File: src/rtl/tkc_pkg.sv
// Shared constants, types and helpers of the tick counter block
`default_nettype none
package tkc_pkg;
   localparam int CNT_W = 18;
   localparam int CM_AW = 15;
   localparam int APB_AW = 8;
   localparam int APB_DW = 32;
   localparam logic [CNT_W-1:0] CNT_MAX = 18'h3FFFF;
   localparam logic [CNT_W-1:0] CNT_ONE = 18'h00001;
   // Control memory locations, octal 15, 14, 12 and 13
   localparam logic [CM_AW-1:0] CNT_LOC = 15'h000D;
   localparam logic [CM_AW-1:0] CMP_LOC = 15'h000C;
   localparam logic [CM_AW-1:0] VEC_MATCH = 15'h000A;
   localparam logic [CM_AW-1:0] VEC_WRAP = 15'h000B;
   localparam logic [CM_AW-1:0] VEC_NONE = 15'h0000;
   localparam int CM_CHAN_LO = 2;
   localparam int CM_SEL_BIT = 0;
   localparam logic [1:0] CHAN_SET = 2'h3;
   localparam logic [1:0] CHAN_CLR = 2'h0;
   // Register byte offsets
   localparam logic [APB_AW-1:0] REG_CTRL = 8'h00;
   localparam logic [APB_AW-1:0] REG_ARM = 8'h04;
   localparam logic [APB_AW-1:0] REG_STAT = 8'h08;
   localparam logic [APB_AW-1:0] REG_CNT = 8'h0C;
   localparam int CTRL_DISC = 0;
   localparam int STAT_ARM = 0;
   localparam int STAT_MATCH = 1;
   localparam int STAT_WRAP = 2;
   localparam int STAT_MISM = 3;
   localparam int STAT_BUSY = 4;
   // Arm instruction code 50:14 written to the arm register
   localparam int FC_MAJ_LO = 6;
   localparam int FC_MIN_LO = 0;
   localparam logic [5:0] FC_MAJOR = 6'h28;
   localparam logic [5:0] FC_MINOR = 6'h0C;
   localparam logic [APB_DW-1:0] RD_ZERO = 32'h00000000;

   typedef struct packed {
      logic rd;
      logic wr;
      logic [CM_AW-1:0] addr;
      logic [CNT_W-1:0] wdata;
   } tkc_cm_req_t;

   localparam tkc_cm_req_t CM_IDLE = '{rd: 1'b0, wr: 1'b0, addr: 15'h0000, wdata: 18'h00000};

   function automatic logic [CM_AW-1:0] tkc_cm_addr(input logic [1:0] chan, input logic sel_cnt);
      logic [CM_AW-1:0] a;
      a = VEC_NONE;
      a[CM_CHAN_LO +: 2] = chan;
      a[CM_SEL_BIT] = sel_cnt;
      return a;
   endfunction : tkc_cm_addr
endpackage : tkc_pkg
`default_nettype wire

File: src/rtl/tkc_tick_sync.sv
// Oscillator pin synchroniser giving one pulse per tick
`default_nettype none
module tkc_tick_sync (
   input wire logic clk_i,
   input wire logic rstn_i,
   input wire logic tick_i,
   output logic pulse_o
);
   logic meta_ff;
   logic sync_ff;
   logic prev_ff;
   logic pulse_ff;
   wire logic nxt_pulse = sync_ff & ~prev_ff;

   always_ff @(posedge clk_i or negedge rstn_i) begin
      if (!rstn_i) begin
         meta_ff <= 1'b0;
         sync_ff <= 1'b0;
         prev_ff <= 1'b0;
         pulse_ff <= 1'b0;
      end else begin
         meta_ff <= tick_i;
         sync_ff <= meta_ff;
         prev_ff <= sync_ff;
         pulse_ff <= nxt_pulse;
      end
   end

   assign pulse_o = pulse_ff;
endmodule : tkc_tick_sync
`default_nettype wire

File: src/rtl/tkc_tick_counter.sv
// Tick service sequencer with match and wrap interrupts and APB registers
`default_nettype none
// Function
// - Every oscillator tick while connected raises a service request that adds one to the stored count.
// - Each service adds exactly one to the count word at octal 15 of control memory.
// - The count is 18 bits, bit 0 worth 1/1024 s and bit 10 worth one second.
// - While disconnected, ticks raise no request and the count stays frozen.
// - Executing arm instruction 50:14 sets the match arm flag in its own sequence.
// - While armed, an equal compare word at octal 14 sets the match flag, vector octal 12.
// - Setting the match flag clears the arm flag, so each match needs a fresh arm.
// - Incrementing 777777 wraps to zero and sets the wrap flag, vector octal 13.
// - Service runs with the service flag set and first reads the current count.
// - Address bits 3 and 2 come from the channel flags; bit 0 selects count over compare.
// - The count is loaded into B and a second read fetches the compare word.
// - Equality leaves the mismatch flag clear, and it matters only when armed.
// - B plus one is written back to the count word in a third memory cycle.
// - The write-back cycle suppresses read gating so the old count is replaced.
// - The match flag is set only when armed and the mismatch flag is clear.
module tkc_tick_counter
   import tkc_pkg::*;
(
   input wire logic CLK_I,
   input wire logic RSTN_I,
   input wire logic TICK_I,
   input wire logic PSEL_I,
   input wire logic PENABLE_I,
   input wire logic PWRITE_I,
   input wire logic [APB_AW-1:0] PADDR_I,
   input wire logic [APB_DW-1:0] PWDATA_I,
   output logic [APB_DW-1:0] PRDATA_O,
   output logic PREADY_O,
   output logic PSLVERR_O,
   input wire logic [CNT_W-1:0] CM_RDATA_I,
   output tkc_cm_req_t CM_REQ_O,
   output logic MATCH_IRQ_O,
   output logic WRAP_IRQ_O,
   output logic [CM_AW-1:0] IRQ_VEC_O
);
   typedef enum logic [2:0] {
      ST_IDLE,
      ST_SETUP,
      ST_RD_CNT,
      ST_LD_B,
      ST_CMP,
      ST_WB,
      ST_FLAG,
      ST_DONE
   } tkc_state_t;

   tkc_state_t state_ff;
   tkc_state_t nxt_state;
   logic tick_pulse;
   logic req_ff;
   logic svc_ff;
   logic [1:0] chan_ff;
   logic [CNT_W-1:0] b_ff;
   logic [CNT_W-1:0] cnt_ff;
   logic mism_ff;
   logic arm_ff;
   logic match_ff;
   logic wrap_ff;
   logic disc_ff;
   tkc_cm_req_t cm_ff;
   tkc_cm_req_t nxt_cm;
   logic [APB_DW-1:0] prdata_ff;
   logic pready_ff;
   logic pslverr_ff;
   logic [CM_AW-1:0] vec_ff;

   tkc_tick_sync u_sync (
      .clk_i(CLK_I),
      .rstn_i(RSTN_I),
      .tick_i(TICK_I),
      .pulse_o(tick_pulse)
   );

   // APB decode; one wait state so every bus output is a flop
   wire logic apb_acc = PSEL_I & PENABLE_I;
   wire logic apb_done = apb_acc & pready_ff;
   wire logic apb_wr = apb_done & PWRITE_I;
   wire logic hit_ctrl = (PADDR_I == REG_CTRL);
   wire logic hit_arm = (PADDR_I == REG_ARM);
   wire logic hit_stat = (PADDR_I == REG_STAT);
   wire logic hit_cnt = (PADDR_I == REG_CNT);
   wire logic hit_any = hit_ctrl | hit_arm | hit_stat | hit_cnt;
   wire logic wr_ctrl = apb_wr & hit_ctrl;
   wire logic wr_stat = apb_wr & hit_stat;
   wire logic fc_ok = (PWDATA_I[FC_MAJ_LO +: 6] == FC_MAJOR) & (PWDATA_I[FC_MIN_LO +: 6] == FC_MINOR);
   wire logic arm_set = apb_wr & hit_arm & fc_ok;
   wire logic clr_match = wr_stat & PWDATA_I[STAT_MATCH];
   wire logic clr_wrap = wr_stat & PWDATA_I[STAT_WRAP];

   wire logic busy = (state_ff != ST_IDLE);
   wire logic [APB_DW-1:0] stat_word = {27'h0000000, busy, mism_ff, wrap_ff, match_ff, arm_ff};
   wire logic [APB_DW-1:0] ctrl_word = {31'h00000000, disc_ff};
   wire logic [APB_DW-1:0] cnt_word = {14'h0000, cnt_ff};
   wire logic [APB_DW-1:0] rd_mux = hit_ctrl ? ctrl_word :
                                    hit_stat ? stat_word :
                                    hit_cnt ? cnt_word : RD_ZERO;

   // Service sequencing and memory cycle selection
   wire logic start = req_ff & ~busy;
   wire logic [CNT_W-1:0] b_inc = b_ff + CNT_ONE;
   wire logic set_match = (state_ff == ST_FLAG) & arm_ff & ~mism_ff;
   wire logic set_wrap = (state_ff == ST_FLAG) & (b_ff == CNT_MAX);
   wire logic nxt_match = set_match | (match_ff & ~clr_match);
   wire logic nxt_wrap = set_wrap | (wrap_ff & ~clr_wrap);

   always_comb begin
      nxt_state = state_ff;
      nxt_cm = CM_IDLE;
      case (state_ff)
         ST_IDLE: begin
            if (start) begin
               nxt_state = ST_SETUP;
            end
         end
         ST_SETUP: begin
            nxt_state = ST_RD_CNT;
            nxt_cm.rd = 1'b1;
            nxt_cm.addr = tkc_cm_addr(chan_ff, 1'b1);
         end
         ST_RD_CNT: begin
            nxt_state = ST_LD_B;
            nxt_cm.rd = 1'b1;
            nxt_cm.addr = tkc_cm_addr(chan_ff, 1'b0);
         end
         ST_LD_B: begin
            nxt_state = ST_CMP;
         end
         ST_CMP: begin
            nxt_state = ST_WB;
            nxt_cm.wr = 1'b1;
            nxt_cm.addr = tkc_cm_addr(chan_ff, 1'b1);
            nxt_cm.wdata = b_inc;
         end
         ST_WB: begin
            nxt_state = ST_FLAG;
         end
         ST_FLAG: begin
            nxt_state = ST_DONE;
         end
         ST_DONE: begin
            nxt_state = ST_IDLE;
         end
         default: begin
            nxt_state = ST_IDLE;
         end
      endcase
   end

   wire logic [CM_AW-1:0] nxt_vec = nxt_match ? VEC_MATCH : nxt_wrap ? VEC_WRAP : VEC_NONE;

   always_ff @(posedge CLK_I or negedge RSTN_I) begin
      if (!RSTN_I) begin
         state_ff <= ST_IDLE;
         cm_ff <= CM_IDLE;
      end else begin
         state_ff <= nxt_state;
         cm_ff <= nxt_cm;
      end
   end

   // A new tick set wins over the clear taken in the count read cycle.
   // A tick landing in the setup cycle merges with the pending request;
   // ticks are hundreds of thousands of cycles apart, so this cannot happen in use.
   always_ff @(posedge CLK_I or negedge RSTN_I) begin
      if (!RSTN_I) begin
         req_ff <= 1'b0;
      end else if (tick_pulse & ~disc_ff) begin
         req_ff <= 1'b1;
      end else if (state_ff == ST_RD_CNT) begin
         req_ff <= 1'b0;
      end
   end

   always_ff @(posedge CLK_I or negedge RSTN_I) begin
      if (!RSTN_I) begin
         svc_ff <= 1'b0;
         chan_ff <= CHAN_CLR;
      end else if (start) begin
         svc_ff <= 1'b1;
         chan_ff <= CHAN_SET;
      end else if (state_ff == ST_DONE) begin
         svc_ff <= 1'b0;
         chan_ff <= CHAN_CLR;
      end
   end

   // Memory data arrives the cycle after its read strobe
   always_ff @(posedge CLK_I or negedge RSTN_I) begin
      if (!RSTN_I) begin
         b_ff <= CNT_MAX;
         mism_ff <= 1'b0;
         cnt_ff <= CM_IDLE.wdata;
      end else begin
         if (state_ff == ST_LD_B) begin
            b_ff <= CM_RDATA_I;
         end
         if (state_ff == ST_CMP) begin
            mism_ff <= (b_ff != CM_RDATA_I);
         end
         if (state_ff == ST_WB) begin
            cnt_ff <= cm_ff.wdata;
         end
      end
   end

   // Arm from software wins over the clear caused by a match
   always_ff @(posedge CLK_I or negedge RSTN_I) begin
      if (!RSTN_I) begin
         arm_ff <= 1'b0;
         match_ff <= 1'b0;
         wrap_ff <= 1'b0;
         vec_ff <= VEC_NONE;
         disc_ff <= 1'b0;
      end else begin
         if (arm_set) begin
            arm_ff <= 1'b1;
         end else if (set_match) begin
            arm_ff <= 1'b0;
         end
         match_ff <= nxt_match;
         wrap_ff <= nxt_wrap;
         vec_ff <= nxt_vec;
         if (wr_ctrl) begin
            disc_ff <= PWDATA_I[CTRL_DISC];
         end
      end
   end

   always_ff @(posedge CLK_I or negedge RSTN_I) begin
      if (!RSTN_I) begin
         pready_ff <= 1'b0;
         prdata_ff <= RD_ZERO;
         pslverr_ff <= 1'b0;
      end else begin
         pready_ff <= apb_acc & ~pready_ff;
         prdata_ff <= (apb_acc & ~pready_ff & ~PWRITE_I) ? rd_mux : RD_ZERO;
         pslverr_ff <= apb_acc & ~pready_ff & ~hit_any;
      end
   end

   assign PRDATA_O = prdata_ff;
   assign PREADY_O = pready_ff;
   assign PSLVERR_O = pslverr_ff;
   assign CM_REQ_O = cm_ff;
   assign MATCH_IRQ_O = match_ff;
   assign WRAP_IRQ_O = wrap_ff;
   assign IRQ_VEC_O = vec_ff;

   a_tick_request: assert property (
      @(posedge CLK_I) disable iff (!RSTN_I)
      tick_pulse && !disc_ff |=> req_ff ##[1:8] (state_ff == ST_RD_CNT))
      else $error("tick did not lead to a count read");

   a_disc_freeze: assert property (
      @(posedge CLK_I) disable iff (!RSTN_I)
      tick_pulse && disc_ff && !req_ff |=> !req_ff)
      else $error("tick raised a request while disconnected");

   a_count_read: assert property (
      @(posedge CLK_I) disable iff (!RSTN_I)
      state_ff == ST_RD_CNT |-> cm_ff.rd && !cm_ff.wr && cm_ff.addr == CNT_LOC && svc_ff)
      else $error("count read not at count location");

   a_compare_read: assert property (
      @(posedge CLK_I) disable iff (!RSTN_I)
      state_ff == ST_LD_B |-> cm_ff.rd && cm_ff.addr == CMP_LOC ##1 b_ff == $past(CM_RDATA_I))
      else $error("compare read or B load wrong");

   a_write_back: assert property (
      @(posedge CLK_I) disable iff (!RSTN_I)
      state_ff == ST_WB |-> cm_ff.wr && !cm_ff.rd && cm_ff.addr == CNT_LOC
         && cm_ff.wdata == b_inc)
      else $error("write-back is not the count plus one");

   a_mismatch_eval: assert property (
      @(posedge CLK_I) disable iff (!RSTN_I)
      state_ff == ST_CMP |=> mism_ff == ($past(b_ff) != $past(CM_RDATA_I)))
      else $error("mismatch flag does not reflect compare");

   a_match_cause: assert property (
      @(posedge CLK_I) disable iff (!RSTN_I)
      $rose(match_ff) |-> $past(state_ff) == ST_FLAG && $past(arm_ff) && !$past(mism_ff))
      else $error("match set without arm and equality");

   a_match_disarm: assert property (
      @(posedge CLK_I) disable iff (!RSTN_I)
      set_match && !arm_set |=> match_ff && !arm_ff && IRQ_VEC_O == VEC_MATCH)
      else $error("match did not disarm or vector");

   a_wrap_flag: assert property (
      @(posedge CLK_I) disable iff (!RSTN_I)
      state_ff == ST_CMP && b_ff == CNT_MAX |=> cm_ff.wdata == CM_IDLE.wdata ##2 wrap_ff)
      else $error("wrap did not zero the count and flag it");

   a_arm_insn: assert property (
      @(posedge CLK_I) disable iff (!RSTN_I)
      arm_set |=> arm_ff)
      else $error("arm instruction did not arm");

   a_single_pulse: assert property (
      @(posedge CLK_I) disable iff (!RSTN_I)
      tick_pulse |=> !tick_pulse)
      else $error("tick pulse longer than one cycle");

   a_wrap_cause: assert property (
      @(posedge CLK_I) disable iff (!RSTN_I)
      $rose(wrap_ff) |-> $past(state_ff) == ST_FLAG && $past(b_ff) == CNT_MAX)
      else $error("wrap flag set without a full count");

   a_strobe_exclusive: assert property (
      @(posedge CLK_I) disable iff (!RSTN_I)
      cm_ff.wr |-> !cm_ff.rd && state_ff == ST_WB)
      else $error("write-back overlaps a memory read");

   a_chan_address: assert property (
      @(posedge CLK_I) disable iff (!RSTN_I)
      svc_ff |-> chan_ff == CHAN_SET)
      else $error("channel flags clear during service");

   a_count_update: assert property (
      @(posedge CLK_I) disable iff (!RSTN_I)
      state_ff == ST_FLAG |-> cnt_ff == $past(cm_ff.wdata))
      else $error("count readback not the written-back value");

   a_vec_match: assert property (
      @(posedge CLK_I) disable iff (!RSTN_I)
      match_ff |-> IRQ_VEC_O == VEC_MATCH)
      else $error("match pending without its vector");

   a_vec_wrap: assert property (
      @(posedge CLK_I) disable iff (!RSTN_I)
      wrap_ff && !match_ff |-> IRQ_VEC_O == VEC_WRAP)
      else $error("wrap pending without its vector");

   a_request_clear: assert property (
      @(posedge CLK_I) disable iff (!RSTN_I)
      state_ff == ST_RD_CNT && !(tick_pulse && !disc_ff) |=> !req_ff)
      else $error("request not cleared when service read the count");

   a_unarmed_silent: assert property (
      @(posedge CLK_I) disable iff (!RSTN_I)
      state_ff == ST_FLAG && !arm_ff && !match_ff |=> !match_ff)
      else $error("match flag set while not armed");
endmodule : tkc_tick_counter
`default_nettype wire

File: config.mk
export PLATFORM = sky130hd
export DESIGN_NAME = tkc_tick_counter
export DESIGN_NICKNAME = d
export VERILOG_FILES = /design/src/rtl/tkc_pkg.sv /design/src/rtl/tkc_tick_sync.sv /design/src/rtl/tkc_tick_counter.sv
export SDC_FILE = /design/constraint.sdc
export NUM_CORES = 1
export LEC_CHECK = 0
export BUFFER_PORTS_ARGS = -buffer_cell sky130_fd_sc_hd__buf_2
export CORE_MARGIN = 1.5
export CORE_UTILIZATION = 40
export CTS_CLUSTER_DIAMETER = 50
export DETAILED_ROUTE_END_ITERATION = 8
export GPL_TIMING_DRIVEN = 0
export PLACE_DENSITY = 0.77
export SLEW_MARGIN = 20
export SYNTH_ARGS = -nofsm -noshare
export SYNTH_HDL_FRONTEND = slang
export SYNTH_SLANG_ARGS = --single-unit
File: constraint.sdc
create_clock -name CLK_I -period 5.93 [get_ports CLK_I]
set_clock_uncertainty 0.1 [all_clocks]
set_input_delay 0.593 -clock CLK_I [delete_from_list [all_inputs] [get_ports CLK_I]]
set_output_delay 0.593 -clock CLK_I [all_outputs]
set_load 0.05 [all_outputs]
==> key figures, run 1 <==
Floorplan
  • Die ar.: 11,300 um2
  • Die Ht: 107 um
  • Die width: 107 um
  • # rows: 37
  • Core Region: 10,400 um2
  • Ports: 150
  • Initial Util: 0.413

Clock network
  • Post-CTS Hold Buffers: 0
  • CTS Buffer Depth: 2
  • CTS Sinks: 94
  • CTS resizes: 0
  • CTS tree: built
  • Postcts setup bufs: 0
  • CTS clock-pin slew for the worst setup and hold paths: 0.10 ns
  • CTS Buf Count: 9
  • Clock root cell: clkbuf_8
  • H-tree depth: 3
  • Worst skew pair latency: 0.36 ns

Pwr
  • Internal: 1.38 mW
  • Peak supply drop: 0.143 mV
  • Leakage: 2.64 nW
  • Clk pwr share: 0.172
  • P_sw: 0.910 mW
  • Power Density: 434 nW/um2
  • Switching share of power: 0.398
  • Sequential power share: 0.448
  • Logic pwr share: 0.381

Finish
  • P&R area growth vs syn: 22.8%
  • Sequential cell area: 2370 um2
  • Multi-input combinational cell area: 1660 um2
  • Final instance area: 5260 um2
  • Fill cells: 961
  • Layout cells sized above 1: 0.439
  • # diodes: 0
  • Final nets: 563

Route
  • Drt wl/cell: 13.0 um
  • Final ANT Viol Nets: 0
  • Total Wirelength: 8300 um
  • Via count: 2,888
  • Initial DRC count: 81
  • Vias/cell: 4.52
  • First drt pass iteration count: 4
  • Remaining DRCs: 0

Logic synthesis
  • Top cell type's share of synthesized area: 0.444
  • Register area share after synthesis: 0.554
  • Flops & latches, synth: 94
  • Ys flop type: dfrtp_1
  • Async set-reset flop share out of synthesis: 1.00
  • Syn_area_per_cell: 12.0 um2
  • Top post-synthesis cells by area: dfrtp_1 44%, dfstp_2 11%, mux2_2 9.7%, buf_4 7.0%, xnor2_1 3.7%
  • Post-synth EDFFs: 0
  • Post-Syn Instances: 358
  • Area leader, netlist: dfrtp_1
  • Synth warn: 0
  • Synth unique cells: 45
  • Syn Std Cell Area: 4290 um2

GRT
  • Grt total ovfl: 0
  • Tot GR Track Use: 0.154
  • Largest net degree at the start of global routing: 54
  • Initial antenna violation count: 0
  • Global-route wire length before repair: 13,500 um
  • Vias in the first global route: 2,819

Worst setup path
  • Top fanout value on the critical path: 6
  • R2r startpoint: b_ff[0]
  • CP Capture Type: flip-flop
  • Required @ worst endpoint: 6.13 ns
  • Worst path arrival time: 2.34 ns
  • Worst setup path startpoint: b_ff[0]
  • Critical Path Start Type: flip-flop
  • CP Class: reg2reg
  • Reg-to-Reg End: IRQ_VEC_O[0]
  • R2r setup slk: 3.79 ns
  • Worst reg-to-reg path cell count: 5

Placement
  • HPWL Detailed: 6560 um
  • Placement Setup Slack: 3.66 ns
  • PortBufs: 91
  • GPL Wtd Cong: 0.830
  • Post-DP Area: 5080 um2

Timing
  • Setup TNS: 0 ns
  • Final worst setup slack: 3.79 ns
  • Final Slew Violations: 0
  • RSZ-0062 raised after global routing: false
  • Fin crit period: 2.14 ns
  • Post-route clock period utilization: 0.362
  • Rel. slew slack: 0.643
  • Setup violations, final: 0
  • FMAX: 0.466 GHz
  • Worst-Margin Slew: 0.536 ns
  • Hold WS: 0.0987 ns
  • Final Hold Viols: 0

Run status
  • Outcome: finished, final reports clean

Min path
  • Worst min-delay path class: in2async

Job
  • Total of max-cap violations: 0
-- cell type report --
| type | count | area share |
|---|---|---|
| repair buffers | 92 | 0.0922 |
| clock buffers | 9 | 0.0235 |
| well taps | 136 | 0.0323 |
| inverters | 6 | 0.00428 |
| clock inverters | 7 | 0.0112 |
| plain buffers | 54 | 0.0689 |
| multi-input cells | 241 | 0.316 |
| flip-flops and latches | 94 | 0.451 |
-- sequential cells by signal, summed over array words and instances, names as in the netlist --
| name | flops |
|---|---|
| CM_REQ_O | 22 |
| PRDATA_O | 18 |
| b_ff | 18 |
| cnt_ff | 18 |
| state_ff | 3 |
| IRQ_VEC_O | 2 |
| MATCH_IRQ_O | 1 |
| PREADY_O | 1 |
| PSLVERR_O | 1 |
| WRAP_IRQ_O | 1 |
| arm_ff | 1 |
| chan_ff | 1 |
| disc_ff | 1 |
| mism_ff | 1 |
| req_ff | 1 |
| u_sync.meta_ff | 1 |
| u_sync.prev_ff | 1 |
| u_sync.pulse_o | 1 |
| u_sync.sync_ff | 1 |
-- how the worst max path moves through the flow --
| stage | end | cells after the start |
|---|---|---|
| after global placement | u_sync.meta_ff | 1 |
| after global routing | IRQ_VEC_O[0] | 5 |
| after CTS | IRQ_VEC_O[0] | 5 |
| after detailed placement | PRDATA_O[15] | 6 |
| after floorplan | IRQ_VEC_O[0] | 5 |
| final | IRQ_VEC_O[0] | 5 |
-- critical path, stage by stage, from the launching register on --
cell and delay (ns):
dfstp_2 0.59, ha_1 0.23, and4_4 0.29, nand4_4 0.14, or4_4 0.56, a21oi_2 0.17
-- cells in the mapped netlist, drive strengths merged (2+ instances only) --
cell type / count
o21ai: 11
clkbuf: 6
a21oi: 7
o311ai: 2
nand3: 8
and2: 15
nor3: 2
nand2b: 2
nand4: 13
nand3b: 3
dfrtp: 76
nor4: 4
o41ai: 3
or2: 2
and4: 4
nand2: 12
nor2: 24
mux2: 37
nor2b: 2
dfstp: 18
buf: 48
xnor2: 18
xor2: 13
and3: 2
or3: 4
or4: 2
inv: 6
nor4bb: 2
mux2i: 4
-- power by group through the flow --
stage | logic [mW] | registers, mW | clock network [mW]
final | 0.870 | 1.02 | 0.393
after floorplan | 0.550 | 1.14 | 0
after CTS | 0.878 | 1.02 | 0.408
after global routing | 0.943 | 1.05 | 0.430
after detailed placement | 0.875 | 1.03 | 0
after global placement | 0.842 | 1.02 | 0
-- cell families after synthesis --
logic type	count (synthesis)	share of synthesized area
buffers and inverters	60	0.0899
AND/OR/NAND/NOR	104	0.142
multiplexers	41	0.107
flip-flops	94	0.554
adder cells (fa/ha/maj)	1	0.00292
other	1	0.000875
AO/OA/AOI/OAI	26	0.0400
XOR/XNOR	31	0.0634
-- per-stage QoR --
stage	power [mW]	utilization	cells
floorplan	1.69	-	395
global placement	1.86	0.487	622
detailed placement	1.91	0.490	623
CTS	2.31	0.507	639
global route	2.42	0.507	639
finish	2.29	0.507	639
-- layout by cell type (no fill, tap or decap), types with 4 or more instances in the layout --
cell type	instances
a21oi_1	6
o21ai_0	11
mux2_2	37
mux2i_1	4
clkbuf_8	9
and2_1	15
inv_1	5
nand3_1	8
dfstp_2	18
buf_2	98
clkbuf_1	6
dfrtp_1	76
or3_1	4
nor2_1	24
conb_1	38
xnor2_1	18
buf_4	41
nand4_1	12
nand2_1	12
xor2_1	13
-- per-layer routing --
metal  wire length [um]  track usage  vias up
met5                  0            0        -
met4                141       0.0686        0
met1               3480        0.184     1367
met3                584       0.0484       13
li1                   -            -     1425
met2               4100        0.253       83
No activity file was read; power rests on OpenSTA's default activity.
==> inputs of run 2 (changes only) <==
clock period = 2.1 ns   (was 5.93 ns; I/O delays follow)
==> run 2 against run 1 <==
  * Sequential share of layout area decreased by 1.8 points
  * Sequential power rose to 2.9 times the previous value
  * Setup slack worse by 3.7 ns
  * Routed wire length increased by 2.1%
  * First-iteration DRC count rose by 22%
  * Global-route usage grew 0.40 points
  * Die area unchanged
  * Non-clock buffer count rose by 21
  * Final cell count increased by 3.3%
  * Total power grew to 2.9 times the previous value
  * Via count up 3.8%
  * Hold slack got worse by 0.082 ns
  * Largest cell class unchanged
==> key figures, run 2 (synthesis results as in run 1) <==
Pwr
  • Clk pwr share: 0.170
  • Peak supply drop: 0.406 mV
  • Power Density: 1190 nW/um2
  • Logic pwr share: 0.386
  • Switching share of power: 0.397
  • Leakage: 2.74 nW
  • Sequential power share: 0.444
  • Internal: 3.95 mW
  • Power Total: 6.54 mW
  • P_sw: 2.59 mW

Clock network
  • CTS Buffer Depth: 2
  • H-tree depth: 3
  • Clock root cell: clkbuf_8
  • CTS tree: built
  • Worst skew pair latency: 0.36 ns
  • CTS Buf Count: 9
  • CTS clock-pin slew for the worst setup and hold paths: 0.10 ns
  • CTS Sinks: 94

Floorplan
  • Die Ht: 107 um
  • # rows: 37
  • Die ar.: 11,300 um2
  • Core Region: 10,400 um2
  • Die width: 107 um
  • Ports: 150
  • Initial Util: 0.413

GRT
  • Grt total ovfl: 0
  • Global-route wire length before repair: 13,900 um
  • Largest net degree at the start of global routing: 54
  • Initial antenna violation count: 0
  • Vias in the first global route: 2,962
  • Tot GR Track Use: 0.157

Route
  • Remaining DRCs: 0
  • First drt pass iteration count: 4
  • Initial DRC count: 99
  • Via count: 2,999
  • Drt wl/cell: 12.8 um
  • Total Wirelength: 8480 um
  • Final ANT Viol Nets: 0
  • Vias/cell: 4.54

Finish
  • Final Core Density: 0.529
  • Fill cells: 950
  • P&R area growth vs syn: 28.0%
  • Layout cells sized above 1: 0.429
  • Most frequent cells in the layout: 97 x buf_2, 76 x dfrtp_1, 44 x buf_4, 38 x conb_1, 37 x mux2_2
  • # diodes: 0
  • Max FFs per register: 22
  • Most common cell after layout, fill and taps aside: buf_2
  • Post-Layout Cell Count: 660
  • Final nets: 584
  • Final instance area: 5480 um2

Worst setup path
  • CP Class: reg2reg
  • Critical Path Start Type: flip-flop
  • CP Capture Type: flip-flop
  • Worst path arrival time: 2.23 ns
  • Required @ worst endpoint: 2.30 ns
  • Top fanout value on the critical path: 5

Timing
  • FMAX: 0.491 GHz
  • Rel. slew slack: 0.641
  • RSZ-0062 raised after global routing: false
  • Worst-Margin Slew: 0.538 ns
  • Final Slew Violations: 0
  • Hold WS: 0.0163 ns
  • Setup violations, final: 0
  • Final Hold Viols: 0
  • Fin crit period: 2.04 ns
  • Final worst setup slack: 0.0621 ns
  • Setup TNS: 0 ns
  • Post-route clock period utilization: 0.970

Job
  • Total of max-cap violations: 0

Min path
  • Worst min-delay path class: in2reg

Placement
  • HPWL Detailed: 6560 um
  • Placement Setup Slack: -0.0366 ns
  • PortBufs: 91
  • GPL Wtd Cong: 0.830
  • Placed insts: 623
  • Post-DP Area: 5080 um2

Run status
  • Outcome: finished, final reports clean
## run 2: layout make-up
class,count,area (um2),area share
clock inverters,7,58.8,0.0107
well taps,136,170,0.0310
multi-input cells,241,1680,0.306
plain buffers,53,359,0.0655
flip-flops and latches,94,2370,0.433
clock buffers,9,124,0.0226
repair buffers,114,698,0.127
inverters,6,22.5,0.00411
## run 2: worst max-delay path: stages, from the launching register on
cell	delay, ns
dfstp_2	0.57
ha_4	0.15
and4_4	0.27
nand4_4	0.14
or4_4	0.58
a21oi_2	0.16
## run 2: final timing paths
check                               start              to  slack [ns]  cells after the start
min in group asynchronous          RSTN_I    PRDATA_O[11]        0.26                      2
min reg2reg                u_sync.meta_ff  u_sync.sync_ff        0.26                      0
min                         CM_RDATA_I[5]         b_ff[5]        0.02                      2
max                               b_ff[0]    IRQ_VEC_O[0]        0.06                      5
max reg2reg                       b_ff[0]    IRQ_VEC_O[0]        0.06                      5
max in group asynchronous          RSTN_I         b_ff[7]        0.96                      3
## run 2: power groups by stage
stage                     combinational, mW  clock (mW)  sequential [mW]
final                                  2.53        1.11             2.91
after global routing                   2.73        1.22             2.98
after CTS                              2.56        1.15             2.87
after detailed placement               2.47           0             2.92
after global placement                 2.38           0             2.87
after floorplan                        1.55           0             3.21
## run 2: layer usage
metal	vias to the layer above	share of wire	wire length, um	GRT usage
li1	1465	-	-	-
met1	1427	0.43	3640	0.192
met2	88	0.49	4170	0.259
met3	19	0.054	454	0.0374
met4	0	0.026	219	0.0819
met5	-	0	0	0
## run 2: what timing repair did
item                                    CTS  global route
hold buffers                             19             0
gates resized for setup                   1             5
buffers inserted                          2             1
endpoints found under the setup margin    2            12
pin swaps                                 0             2
endpoints found under the hold margin    59             0
==> inputs of run 3 (changes only) <==
CORE_MARGIN = 3   (was 1.5)
SYNTH_HIERARCHICAL = 1   (was unset)
==> run 3 against run 2 <==
  * Synthesized area increased by 0.18%
  * Final cell count down 1.1%
  * Routed wire length increased by 4.8%
  * Die area up 5.9%
  * Sequential power up 2%
  * Maximum frequency is 2.4% lower
  * Critical path type unchanged
  * Critical endpoint unchanged
  * Largest cell class unchanged
==> key figures, run 3 <==
Pwr
  • Sequential power share: 0.438
  • Internal: 4.13 mW
  • Leakage: 2.70 nW
  • Switching share of power: 0.393
  • P_sw: 2.67 mW
  • Clk pwr share: 0.175
  • Peak supply drop: 0.468 mV
  • Logic pwr share: 0.388
  • Power Density: 1260 nW/um2

Worst setup path
  • CP Class: reg2reg
  • Worst path arrival time: 2.26 ns
  • Max incr delay on CP: 0.55 ns
  • Top fanout value on the critical path: 5
  • Cells along the critical path: ha_2, nand4_1, or4_4, or3_4, a21oi_2
  • Critical Path Start Type: flip-flop
  • R2r startpoint: b_ff[1]
  • CP max-delay cell: dfstp_2
  • R2r setup slk: 0.01 ns
  • Required @ worst endpoint: 2.28 ns
  • Reg-to-Reg End: IRQ_VEC_O[0]
  • CP Capture Type: flip-flop
  • Worst reg-to-reg path cell count: 5

Clock network
  • CTS tree: built
  • CTS Sinks: 94
  • CTS Buf Count: 9
  • H-tree depth: 3
  • Clock root cell: clkbuf_8
  • CTS Buffer Depth: 2
  • CTS clock-pin slew for the worst setup and hold paths: 0.09 ns
  • Worst skew pair latency: 0.35 ns

Finish
  • Final instance area: 5410 um2
  • P&R area growth vs syn: 26.0%
  • # diodes: 0
  • Final Core Density: 0.522
  • Final nets: 578
  • Layout cells sized above 1: 0.439
  • Max FFs per register: 22
  • Most frequent cells in the layout: 89 x buf_2, 76 x dfrtp_1, 53 x buf_4, 38 x conb_1, 37 x mux2_2
  • Most common cell after layout, fill and taps aside: buf_2

Logic synthesis
  • Post-synthesis xor/xnor area fraction: 0.0632
  • Synth Area in Simple Gates: 0.141
  • Synth warn: 6
  • Post-synth EDFFs: 0
  • Register area share after synthesis: 0.553
  • Synth unique cells: 44
  • Flops & latches, synth: 94
  • Commonest cells post-synth: 76 x dfrtp_1, 43 x buf_4, 37 x mux2_2, 26 x xnor2_1, 23 x nor2_1
  • Syn Std Cell Area: 4290 um2
  • Synth Area in Compound Gates: 0.0388
  • Top cell type's share of synthesized area: 0.443
  • Largest family of logic cells by synthesized area: simple AND/OR/NAND/NOR gates
  • Area leader, netlist: dfrtp_1
  • Ys flop type: dfrtp_1
  • Syn_area_per_cell: 11.8 um2
  • Synth Area in Adders: 0.00291
  • Post-Syn Instances: 363
  • Mux cell area share after synthesis: 0.106
  • Async set-reset flop share out of synthesis: 1.00
  • Count leader, synth: dfrtp_1
  • Top post-synthesis cells by area: dfrtp_1 44%, dfstp_2 11%, mux2_2 9.7%, buf_4 7.5%, xnor2_1 5.3%

GRT
  • Global-route wire length before repair: 14,000 um
  • Tot GR Track Use: 0.150
  • Grt total ovfl: 0
  • Initial antenna violation count: 0
  • Vias in the first global route: 2,933
  • Largest net degree at the start of global routing: 49

Min path
  • Hold path depth: 2
  • Worst min-delay path class: in2reg
  • Hold wc startpoint: CM_RDATA_I[7]
  • Hold Crit Endpoint: b_ff[7]

Placement
  • PortBufs: 90
  • HPWL Detailed: 6690 um
  • Post-DP Area: 5080 um2
  • GPL Wtd Cong: 0.796

Timing
  • Setup TNS: 0 ns
  • FMAX: 0.479 GHz
  • Setup violations, final: 0
  • Worst-Margin Slew: 0.638 ns
  • Fin crit period: 2.09 ns
  • RSZ-0062 raised after global routing: true
  • Post-route clock period utilization: 0.994
  • Final Slew Violations: 0
  • Rel. slew slack: 0.569
  • Final Hold Viols: 0

Floorplan
  • Die Ht: 110 um
  • Initial Util: 0.414
  • Die ar.: 12,000 um2
  • Core Region: 10,400 um2
  • Die width: 110 um
  • Ports: 150
  • # rows: 37

Route
  • Final ANT Viol Nets: 0
  • Total Wirelength: 8880 um
  • Vias/cell: 4.58
  • Initial DRC count: 98
  • Via count: 2,991
  • Drt wl/cell: 13.6 um
  • Remaining DRCs: 0
  • First drt pass iteration count: 4

Job
  • Total of max-cap violations: 0

Run status
  • Outcome: finished, final reports clean
## run 3: cell types whose count changed after synthesis, sizes merged, moves of 3 or more
cell / change
xnor2: +8
inv: +4
or3: +4
xor2: -8
nand3: -3
a21oi: +5
## run 3: kinds of logic (layout without fill, tap and decap cells)
group / after synthesis / count (layout)
simple gates: 104 / 104
xor+xnor: 31 / 31
mux: 41 / 41
other cells: 1 / 38
flops: 94 / 94
buf+inv: 62 / 179
fa+ha+maj: 1 / 1
compound gates: 29 / 29
## run 3: cell type report
class	count	area [um2]
Sequential cell	94	2370
Buffer	49	355
Clock buffer	9	124
Inverter	10	37.5
Multi-Input combinational cell	244	1680
Fill cell	931	4960
Timing Repair Buffer	105	598
Tap cell	136	170
Clock inverter	6	71.3
## run 3: power groups by stage
stage	clock network (mW)	registers (mW)	logic [mW]
floorplan	0	3.28	1.58
global placement	0	2.92	2.43
detailed placement	0	2.97	2.52
CTS	1.22	2.94	2.62
global route	1.31	3.05	2.84
finish	1.19	2.98	2.64
## run 3: through the flow
stage	instances	setup WS, ns	hold WS [ns]	total power, mW
after global placement	626	-0.152	0.220	5.36
final	653	0.0125	0.0139	6.80
after global routing	653	-0.0403	0.00872	7.21
after detailed placement	627	-0.210	0.152	5.49
after CTS	652	0.0202	0.00262	6.77
after floorplan	400	0.0166	-0.186	4.86
## run 3: worst max path at each step
stage / slack (ns) / end / startpoint / cells after the start
after floorplan: 0.02 / IRQ_VEC_O[0] / b_ff[0] / 5
final: 0.01 / IRQ_VEC_O[0] / b_ff[1] / 5
after global placement: -0.15 / IRQ_VEC_O[0] / b_ff[0] / 5
after global routing: -0.04 / IRQ_VEC_O[0] / b_ff[0] / 5
after CTS: 0.02 / IRQ_VEC_O[0] / b_ff[1] / 5
after detailed placement: -0.21 / IRQ_VEC_O[0] / b_ff[0] / 5
## run 3: critical path, delay by kind of cell (launching register included)
family	cells	cell delay, ns
DFF	1	0.55
AOI/OAI and AO/OA	1	0.16
adders and majority gates	1	0.20
and+or+nand+nor	3	1.00
## run 3: repair_timing
action	4_1_cts	5_1_grt
pin swaps	3	0
hold buffers	5	0
setup endpoints to repair	17	27
resized for setup	2	6
hold endpoints to repair	50	0
setup buffers	6	3
## run 3: per-layer routing
layer	global-route usage	part of all wire	up-vias
met2	0.255	0.50	96
met3	0.0393	0.066	20
met1	0.181	0.41	1406
li1	-	-	1469
met4	0.0623	0.022	0
met5	0	0	-
